## src/core/lsu_pkg.sv

```systemverilog
// Shared constants and types for the load/store address unit
package lsu_pkg;
  localparam int WORD_W = 32;
  localparam int IDX_W = 4;
  localparam int NUM_REGS = 16;
  localparam logic [3:0] SP_IDX = 4'hD;
  localparam logic [3:0] LR_IDX = 4'hE;
  localparam logic [3:0] PC_IDX = 4'hF;
  localparam logic [31:0] WORD_STEP = 32'h0000_0004;
  localparam int IMM_W = 13;
  localparam logic signed [12:0] PCREL_MAX = 13'sd4095;
  localparam logic signed [12:0] PAIR_MAX = 13'sd1020;
  localparam int UNPRIV_IMM_W = 8;
  localparam logic [31:0] RESET_WORD = 32'h0000_0000;
  localparam logic [15:0] RESET_LIST = 16'h0000;

  typedef enum logic [3:0] {
    load_single,
    store_single,
    load_pair,
    load_multiple,
    store_multiple,
    load_multiple_full_descending_alias,
    load_multiple_empty_ascending_alias,
    store_multiple_empty_ascending_alias,
    store_multiple_full_descending_alias
  } lsu_op_e;

  typedef enum logic [1:0] {
    form_register_offset,
    form_unprivileged,
    form_pc_relative
  } addr_form_e;

  typedef enum logic [1:0] {
    mode_default,
    increment_after,
    decrement_before
  } addr_mode_e;

  typedef enum logic [2:0] {
    size_word,
    size_byte,
    size_half,
    signed_byte_size,
    signed_halfword_size
  } size_e;
endpackage

```

## src/core/load_extend.sv

```systemverilog
// Load data widening to a full register word
`timescale 1ns/1ps
module load_extend (
  input wire logic [lsu_pkg::WORD_W-1:0] raw_data,
  input wire lsu_pkg::size_e size,
  output logic [lsu_pkg::WORD_W-1:0] ext_data
);
  import lsu_pkg::*;

  // Memory side returns the item right-justified in the word
  always_comb begin
    case (size)
      size_byte: ext_data = {24'h000000, raw_data[7:0]};
      size_half: ext_data = {16'h0000, raw_data[15:0]};
      signed_byte_size: ext_data = {{24{raw_data[7]}}, raw_data[7:0]};
      signed_halfword_size: ext_data = {{16{raw_data[15]}}, raw_data[15:0]};
      default: ext_data = raw_data;
    endcase
  end
endmodule // load_extend

```

## src/core/load_store_address_unit.sv

```systemverilog
// Load/store sequencer: address forming, transfer beats, writeback and branch
// Summary of operation
// - Register offset address: base plus shifted offset
// - Unsigned loads zero-extend, signed loads sign-extend
// - Word load to PC branches, bit zero cleared
// - Load/store never alters condition flags
// - Unprivileged variant presents unprivileged accesses
// - From unprivileged code, variant acts normally
// - Unprivileged offset zero to 255, added
// - PC-relative ranges: 4095 single, 1020 pair
// - Multiple transfers move one word per register
// - Increment-after: upward, lowest register first
// - Decrement-before: downward, highest register first
// - Writeback stores final transfer address in base
// - No mode suffix means increment-after
// - Stack aliases map to increment/decrement forms
// - Multiple load with PC branches, aligned
`timescale 1ns/1ps
module load_store_address_unit (
  input wire logic clock,
  input wire logic rst,
  input wire logic cmd_valid,
  output logic cmd_ready,
  input wire lsu_pkg::lsu_op_e cmd_op,
  input wire lsu_pkg::addr_form_e cmd_form,
  input wire lsu_pkg::addr_mode_e cmd_mode,
  input wire lsu_pkg::size_e cmd_size,
  input wire logic cmd_writeback,
  input wire logic cmd_privileged,
  input wire logic [lsu_pkg::IDX_W-1:0] cmd_base_idx,
  input wire logic [lsu_pkg::WORD_W-1:0] cmd_base_value,
  input wire logic [lsu_pkg::WORD_W-1:0] cmd_offset_value,
  input wire logic [1:0] cmd_shift,
  input wire logic signed [lsu_pkg::IMM_W-1:0] cmd_imm,
  input wire logic [lsu_pkg::WORD_W-1:0] cmd_pc_value,
  input wire logic [lsu_pkg::IDX_W-1:0] cmd_rt,
  input wire logic [lsu_pkg::IDX_W-1:0] cmd_rt2,
  input wire logic [lsu_pkg::NUM_REGS-1:0] cmd_list,
  output logic cmd_error,
  output logic [lsu_pkg::IDX_W-1:0] reg_rd_idx,
  input wire logic [lsu_pkg::WORD_W-1:0] reg_rd_data,
  output logic mem_req,
  input wire logic mem_ready,
  output logic [lsu_pkg::WORD_W-1:0] mem_addr,
  output logic mem_write,
  output lsu_pkg::size_e mem_size,
  output logic mem_unpriv,
  output logic [lsu_pkg::WORD_W-1:0] mem_wdata,
  input wire logic [lsu_pkg::WORD_W-1:0] mem_rdata,
  output logic rf_we,
  output logic [lsu_pkg::IDX_W-1:0] rf_idx,
  output logic [lsu_pkg::WORD_W-1:0] rf_data,
  output logic branch_valid,
  output logic [lsu_pkg::WORD_W-1:0] branch_target,
  output logic flags_we,
  output logic done
);
  import lsu_pkg::*;

  typedef enum logic [1:0] {st_idle, st_issue, st_wait, st_base} state_e;

  // Picks the next register of a list in transfer order
  function automatic logic [IDX_W-1:0] pick_reg(input logic [NUM_REGS-1:0] list, input logic down);
    logic [IDX_W-1:0] idx;
    idx = '0;
    for (int i = 0; i < NUM_REGS; i++) begin
      if (down && list[i]) idx = IDX_W'(i);
      if (!down && list[NUM_REGS-1-i]) idx = IDX_W'(NUM_REGS-1-i);
    end
    return idx;
  endfunction

  // Returns {load, multiple, pair, down}; aliases fold onto base forms
  function automatic logic [3:0] decode_op(input lsu_op_e op, input addr_mode_e mode);
    logic db;
    db = (mode == decrement_before);
    case (op)
      load_single: decode_op = 4'b1000;
      store_single: decode_op = 4'b0000;
      load_pair: decode_op = 4'b1010;
      load_multiple: decode_op = {3'b110, db};
      store_multiple: decode_op = {3'b010, db};
      load_multiple_full_descending_alias: decode_op = 4'b1100;
      load_multiple_empty_ascending_alias: decode_op = 4'b1101;
      store_multiple_empty_ascending_alias: decode_op = 4'b0100;
      store_multiple_full_descending_alias: decode_op = 4'b0101;
      default: decode_op = 4'b0000;
    endcase
  endfunction

  state_e state_ff;
  logic load_ff, multi_ff, pair_ff, down_ff, wb_ff, beat_ff, unpriv_ff;
  size_e size_ff;
  logic [NUM_REGS-1:0] list_ff;
  logic [IDX_W-1:0] rt_ff, rt2_ff, base_idx_ff, cur_ff;
  logic [WORD_W-1:0] addr_ff, last_addr_ff;
  logic [3:0] dec;
  logic [WORD_W-1:0] start_addr, ext_data, nxt_addr;
  logic bad_offset, cmd_fire, mem_fire, more;
  logic [NUM_REGS-1:0] nxt_list;
  logic [IDX_W-1:0] cur_idx;

  assign dec = decode_op(cmd_op, cmd_mode);
  assign cmd_ready = (state_ff == st_idle);
  assign cmd_fire = cmd_valid && cmd_ready && !bad_offset;
  assign mem_fire = mem_req && mem_ready;
  assign flags_we = 1'b0;

  // Sums are taken at 32 bits so they wrap silently
  always_comb begin
    start_addr = cmd_base_value;
    if (!dec[2] && !dec[1]) begin
      case (cmd_form)
        form_register_offset: start_addr = cmd_base_value + (cmd_offset_value << cmd_shift);
        form_unprivileged: start_addr = cmd_base_value + {24'h000000, cmd_imm[UNPRIV_IMM_W-1:0]};
        default: start_addr = cmd_pc_value + {{19{cmd_imm[IMM_W-1]}}, cmd_imm};
      endcase
    end else if (dec[1]) begin
      start_addr = cmd_pc_value + {{19{cmd_imm[IMM_W-1]}}, cmd_imm};
    end
  end

  // Pair and PC-relative offsets outside the documented ranges are refused, not executed
  always_comb begin
    bad_offset = 1'b0;
    if (dec[1])
      bad_offset = (cmd_imm > PAIR_MAX) || (cmd_imm < -PAIR_MAX) || (cmd_imm[1:0] != 2'b00);
    else if (!dec[2] && cmd_form == form_pc_relative)
      bad_offset = (cmd_imm < -PCREL_MAX);
  end

  assign cur_idx = multi_ff ? pick_reg(list_ff, down_ff) : (beat_ff ? rt2_ff : rt_ff);
  assign reg_rd_idx = cur_idx;
  assign nxt_list = list_ff & ~(16'h0001 << cur_ff);
  assign nxt_addr = down_ff ? addr_ff - WORD_STEP : addr_ff + WORD_STEP;
  assign more = multi_ff ? (nxt_list != RESET_LIST) : (pair_ff && !beat_ff);

  always_ff @(posedge clock or posedge rst) begin
    if (rst) begin
      state_ff <= st_idle;
      load_ff <= 1'b0;
      multi_ff <= 1'b0;
      pair_ff <= 1'b0;
      down_ff <= 1'b0;
      wb_ff <= 1'b0;
      beat_ff <= 1'b0;
      unpriv_ff <= 1'b0;
      size_ff <= size_word;
      list_ff <= RESET_LIST;
      rt_ff <= '0;
      rt2_ff <= '0;
      base_idx_ff <= '0;
      addr_ff <= RESET_WORD;
      last_addr_ff <= RESET_WORD;
    end else begin
      case (state_ff)
        st_idle: begin
          if (cmd_fire) begin
            {load_ff, multi_ff, pair_ff, down_ff} <= dec;
            wb_ff <= dec[2] && cmd_writeback;
            beat_ff <= 1'b0;
            // Unprivileged code gets unprivileged accesses on every form
            unpriv_ff <= (!dec[2] && !dec[1] && cmd_form == form_unprivileged) || !cmd_privileged;
            size_ff <= (dec[2] || dec[1]) ? size_word : cmd_size;
            list_ff <= cmd_list;
            rt_ff <= cmd_rt;
            rt2_ff <= cmd_rt2;
            base_idx_ff <= cmd_base_idx;
            addr_ff <= start_addr;
            state_ff <= st_issue;
          end
        end
        st_issue: state_ff <= st_wait;
        st_wait: begin
          if (mem_fire) begin
            last_addr_ff <= addr_ff;
            addr_ff <= nxt_addr;
            list_ff <= nxt_list;
            beat_ff <= 1'b1;
            if (more)
              state_ff <= st_issue;
            else if (wb_ff)
              state_ff <= st_base;
            else
              state_ff <= st_idle;
          end
        end
        st_base: state_ff <= st_idle;
        default: state_ff <= st_idle;
      endcase
    end
  end

  // Memory port; request holds until the memory side accepts it
  always_ff @(posedge clock or posedge rst) begin
    if (rst) begin
      mem_req <= 1'b0;
      mem_addr <= RESET_WORD;
      mem_write <= 1'b0;
      mem_size <= size_word;
      mem_unpriv <= 1'b0;
      mem_wdata <= RESET_WORD;
      cur_ff <= '0;
    end else if (state_ff == st_issue) begin
      mem_req <= 1'b1;
      mem_addr <= addr_ff;
      mem_write <= !load_ff;
      mem_size <= size_ff;
      mem_unpriv <= unpriv_ff;
      mem_wdata <= reg_rd_data;
      cur_ff <= cur_idx;
    end else if (mem_fire) begin
      mem_req <= 1'b0;
    end
  end

  load_extend u_extend (
    .raw_data(mem_rdata),
    .size(size_ff),
    .ext_data(ext_data)
  );

  // Register file write, branch and completion pulses
  always_ff @(posedge clock or posedge rst) begin
    if (rst) begin
      rf_we <= 1'b0;
      rf_idx <= '0;
      rf_data <= RESET_WORD;
      branch_valid <= 1'b0;
      branch_target <= RESET_WORD;
      done <= 1'b0;
      cmd_error <= 1'b0;
    end else begin
      rf_we <= 1'b0;
      branch_valid <= 1'b0;
      done <= 1'b0;
      cmd_error <= cmd_valid && cmd_ready && bad_offset;
      if (state_ff == st_wait && mem_fire) begin
        done <= !more && !wb_ff;
        if (load_ff && cur_ff == PC_IDX) begin
          branch_valid <= 1'b1;
          branch_target <= {ext_data[WORD_W-1:1], 1'b0};
        end else if (load_ff) begin
          rf_we <= 1'b1;
          rf_idx <= cur_ff;
          rf_data <= ext_data;
        end
      end else if (state_ff == st_base) begin
        rf_we <= 1'b1;
        rf_idx <= base_idx_ff;
        rf_data <= last_addr_ff;
        done <= 1'b1;
      end
    end
  end
endmodule // load_store_address_unit

```

## config.mk

```make
export PLATFORM = sky130hd
export DESIGN_NAME = load_store_address_unit
export DESIGN_NICKNAME = d
export VERILOG_FILES = /design/src/core/lsu_pkg.sv /design/src/core/load_extend.sv /design/src/core/load_store_address_unit.sv
export SDC_FILE = /design/constraint.sdc
export NUM_CORES = 1
export LEC_CHECK = 0
export ABC_CLOCK_PERIOD_IN_PS = 12100
export BUFFER_PORTS_ARGS = -buffer_cell sky130_fd_sc_hd__buf_2
export CORE_ASPECT_RATIO = 2
export CORE_MARGIN = 2
export CORE_UTILIZATION = 57
export CTS_BUF_LIST = sky130_fd_sc_hd__clkbuf_8 sky130_fd_sc_hd__clkbuf_16
export DETAILED_ROUTE_END_ITERATION = 8
export MAX_ROUTING_LAYER = met4
export PLACE_DENSITY_LB_ADDON = 0.2
export REMOVE_ABC_BUFFERS = 1
export SETUP_SLACK_MARGIN = 0.3
export SLEW_MARGIN = 20
export SYNTH_ARGS = -nofsm -noshare
export SYNTH_HDL_FRONTEND = slang
export SYNTH_SLANG_ARGS = --single-unit
```

## constraint.sdc

```tcl
create_clock -name clock -period 12.1 [get_ports clock]
set_input_delay 1.21 -clock clock [delete_from_list [all_inputs] [get_ports clock]]
set_output_delay 1.21 -clock clock [all_outputs]
set_load 0.05 [all_outputs]
```

==> metrics.md <==
| Metric | Value |
|---|---|
| Critical Path Start | `cmd_shift[0]` |
| Vias | `16646` |
| Worst skew pair latency | `510 ps` |
| Cell leakage power | `9.74 nW` |
| Core area | `0.0290 mm^2` |
| Crit path kind | `in -> reg` |
| Synth top area cells | `dfrtp_1 (37%), nand2_1 (12%), ha_1 (6.7%), o21ai_0 (4.8%), a21oi_1 (4.2%)` |
| Bufs on Longest Clock Path | `3` |
| Antenna Nets Post-Route | `0` |
| Final Max Slew Viols | `0` |
| I/O Buffers | `365` |
| Min-delay src | `mem_wdata[19]` |
| I/O pins | `368` |
| Unique masters post-synth | `90` |
| Total power | `0.00501 W` |
| CTS tree | `done` |
| Worst R2R Path Depth | `12` |
| Slew margin rel. | `28.4%` |
| First-pass GRT wire length | `83700 um` |
| Combinational Power Share | `56.7%` |
| Post-Layout Cell Count | `2695` |
| WP data required | `12510 ps` |
| RSZ-0062 raised after global routing | `false` |
| Placed Cells | `2658` |
| Clock share of power | `14.3%` |
| DRT iter0 DRCs | `1109` |
| CTS buffer count | `21` |
| Top-count cell post-synth | `nand2_1` |
| R2R Path Start | `down_ff` |
| Min-Delay Endpoint | `mem_wdata[19]` |
| Clock root buffer | `clkbuf_16` |
| P_sw | `0.00255 W` |
| Mapped cell area | `0.0168 mm^2` |
| Max-cap viol count | `0` |
| Placer Congestion | `0.984` |
| First-pass DRT Iterations | `5` |
| Commonest cells in the netlist | `nand2_1 (534), dfrtp_1 (249), o21ai_0 (162)` |
| # DRC | `0` |
| Family with the most delay on the worst path | `compound AO/OA/AOI/OAI gates` |
| Hold Crit Depth | `2` |
| Die Width | `125 um` |
| Clock sink total | `249` |
| Crit. End Element | `flip-flop` |
| Row count | `88` |
| Ys Warns | `0` |
| Total wire length | `53100 um` |
| Flop pwr share | `29.1%` |
| Worst-path maximum fanout | `35` |
| Htree depth | `1` |
| Sw Share | `51.0%` |
| FMAX | `203 MHz` |
| Inserted Diodes | `0` |
| Grt ovf | `0` |
| Area Growth Syn to Fin | `16.8%` |
| Initial antenna violation count | `0` |
| CTS Hold Buffers Added | `0` |
| Setup violations, final | `0` |
| Post-synth EDFFs | `0` |
| WP buf/inv | `1` |
| Top cell type's share of synthesized area | `37.1%` |
| CP max stage delay | `740 ps` |
| Ys async rst share | `100%` |
| Worst Path Arrival | `5340 ps` |
| CP dominant cell by count | `mux2_2` |
| Clock-pin slew on the worst setup and hold paths | `70 ps` |
| Period utilization | `40.8%` |
| Slew @ Worst Pin | `1070 ps` |
| Gr usage total | `34.5%` |
| Pin count of the biggest net entering global routing | `117` |
| Flop-to-flop setup slack | `8020 ps` |
| Synthesized netlist cell count | `2019` |
| Leading area contributor after synthesis | `dfrtp_1` |
| Vias in the first global route | `16465` |
| Vias per cell | `6.18` |
| # resized after CTS | `0` |
| Power density cells | `256 mW/mm^2` |
| DIE HEIGHT | `247 um` |
| Seq/Total Area, Yosys | `37.1%` |
| Worst Skew | `10.8 ps` |
| Register bit total from synthesis | `249` |
| Sum of negative setup slack | `0 ps` |
| Outcome | `finished clean` |
| Crit start category | `input pin` |
| Largest vdd supply drop | `122 uV` |
| Crit path depth | `15` |
| Nets | `2634` |
| # Post-CTS Setup Buffers | `0` |
| Hold Vio Cnt, Final | `0` |
| Hpwl dp | `40300 um` |
| Initial Utilization | `57.9%` |
| Die area | `0.0309 mm^2` |
| Mean Syn Cell Area | `8.31 um^2` |
| Pint | `0.00245 W` |
| Crit Reg-Reg Endpoint | `addr_ff[28]` |
| Period minus WS final | `4930 ps` |
| Type of the most critical hold path | `reg -> reg` |
| Share of cells above drive strength 1 | `20.9%` |
| WL per Instance | `19.7 um` |
| Crit-path slowest cell | `buf_2` |
| Main synth FF type | `dfrtp_1` |
| Worst-path cell chain | `buf_2 -> mux2_2 -> nor2_1 -> a21oi_1 -> mux2_2 -> ha_1 -> nand3_1 -> a211oi_1 -> o21bai_1 -> a21o_1 -> a31o_2 -> o31ai_1 -> xor2_1 -> nand2_1 -> a221oi_1` |
worst register-to-register path, cell delays in order, from the launching register on:
cell	delay, ps
dfrtp_1	320
buf_4	430
clkinv_1	580
fa_1	620
nor2b_1	190
o31a_1	200
a21oi_1	140
a31o_2	280
a21oi_1	380
a211oi_1	210
o21bai_1	230
xnor2_1	100
a221oi_1	300
worst max path at each step:
stage             endpoint  slack, ps
2_1_floorplan   addr_ff[0]       4050
3_3_place_gp   addr_ff[28]       6790
3_5_place_dp   addr_ff[28]       6700
4_1_cts        addr_ff[28]       7240
5_1_grt        addr_ff[28]       6820
6_report       addr_ff[28]       7170
cells in the final DEF, fill, tap and decap left out, drive strengths merged, types with 17 or more instances in the layout:
| cell type | count |
|---|---|
| a211oi | 27 |
| a21o | 38 |
| a21oi | 143 |
| a22o | 18 |
| a31oi | 17 |
| buf | 384 |
| clkbuf | 22 |
| dfrtp | 249 |
| ha | 90 |
| inv | 39 |
| mux2i | 25 |
| mux4 | 23 |
| nand2 | 534 |
| nand3 | 25 |
| nor2 | 93 |
| nor2b | 34 |
| nor3 | 34 |
| o21a | 33 |
| o21ai | 166 |
| xnor2 | 38 |
| xor2 | 31 |
metal layers:
layer	routed length (um)	global-route usage, %
met1	19200	36.5
met2	27700	62.8
met3	2920	3.06
met4	3300	19.5
met5	0	-
final cells by class:
| class | instances | area [um^2] |
|---|---|---|
| clock buffer | 22 | 539 |
| clock inverter | 15 | 169 |
| fill | 2481 | 9370 |
| inverter | 40 | 158 |
| multi-input combinational | 1625 | 10100 |
| sequential | 249 | 6230 |
| tap | 360 | 450 |
| timing repair buffer | 384 | 1970 |
stage by stage:
step | instance area, um^2 | setup WS (ps) | util [%] | hold WS [ps]
floorplan | 16400 | 4050 | - | 433
global route | 19600 | 6820 | 67.6 | 491
finish | 19600 | 7170 | 67.6 | 467
global placement | 18900 | 6790 | 65.2 | 448
detailed placement | 18900 | 6700 | 65.2 | 452
CTS | 19600 | 7240 | 67.6 | 470
power groups by stage:
stage / clock [W] / sequential [W] / combinational, W
2_1_floorplan: 0 / 0.00194 / 0.00152
3_3_place_gp: 0 / 0.00145 / 0.00274
3_5_place_dp: 0 / 0.00146 / 0.00280
4_1_cts: 0.000722 / 0.00145 / 0.00282
5_1_grt: 0.000753 / 0.00149 / 0.00309
6_report: 0.000714 / 0.00146 / 0.00284
cell families after synthesis:
family                   count (synthesis)  share of synthesized area (%)
buffers and inverters                  146                           3.42
adder cells (fa/ha/maj)                 93                           7.07
other                                    1                         0.0224
flip-flops                             249                           37.1
multiplexers                            57                           5.18
AND/OR/NAND/NOR                        823                           21.2
AO/OA/AOI/OAI                          581                           22.3
XOR/XNOR                                69                           3.60
flip-flops by register name, summed over array words and instances, names as in the netlist, 2 cells and up:
signal and count:
mem_size 3, state_ff 2, branch_target 31, rf_idx 4, rt2_ff 4, last_addr_ff 32, list_ff 16, cur_ff 4
mem_addr 32, rt_ff 4, addr_ff 32, mem_wdata 32, base_idx_ff 4, size_ff 3, rf_data 32
Power figures use the tool's default switching activity.
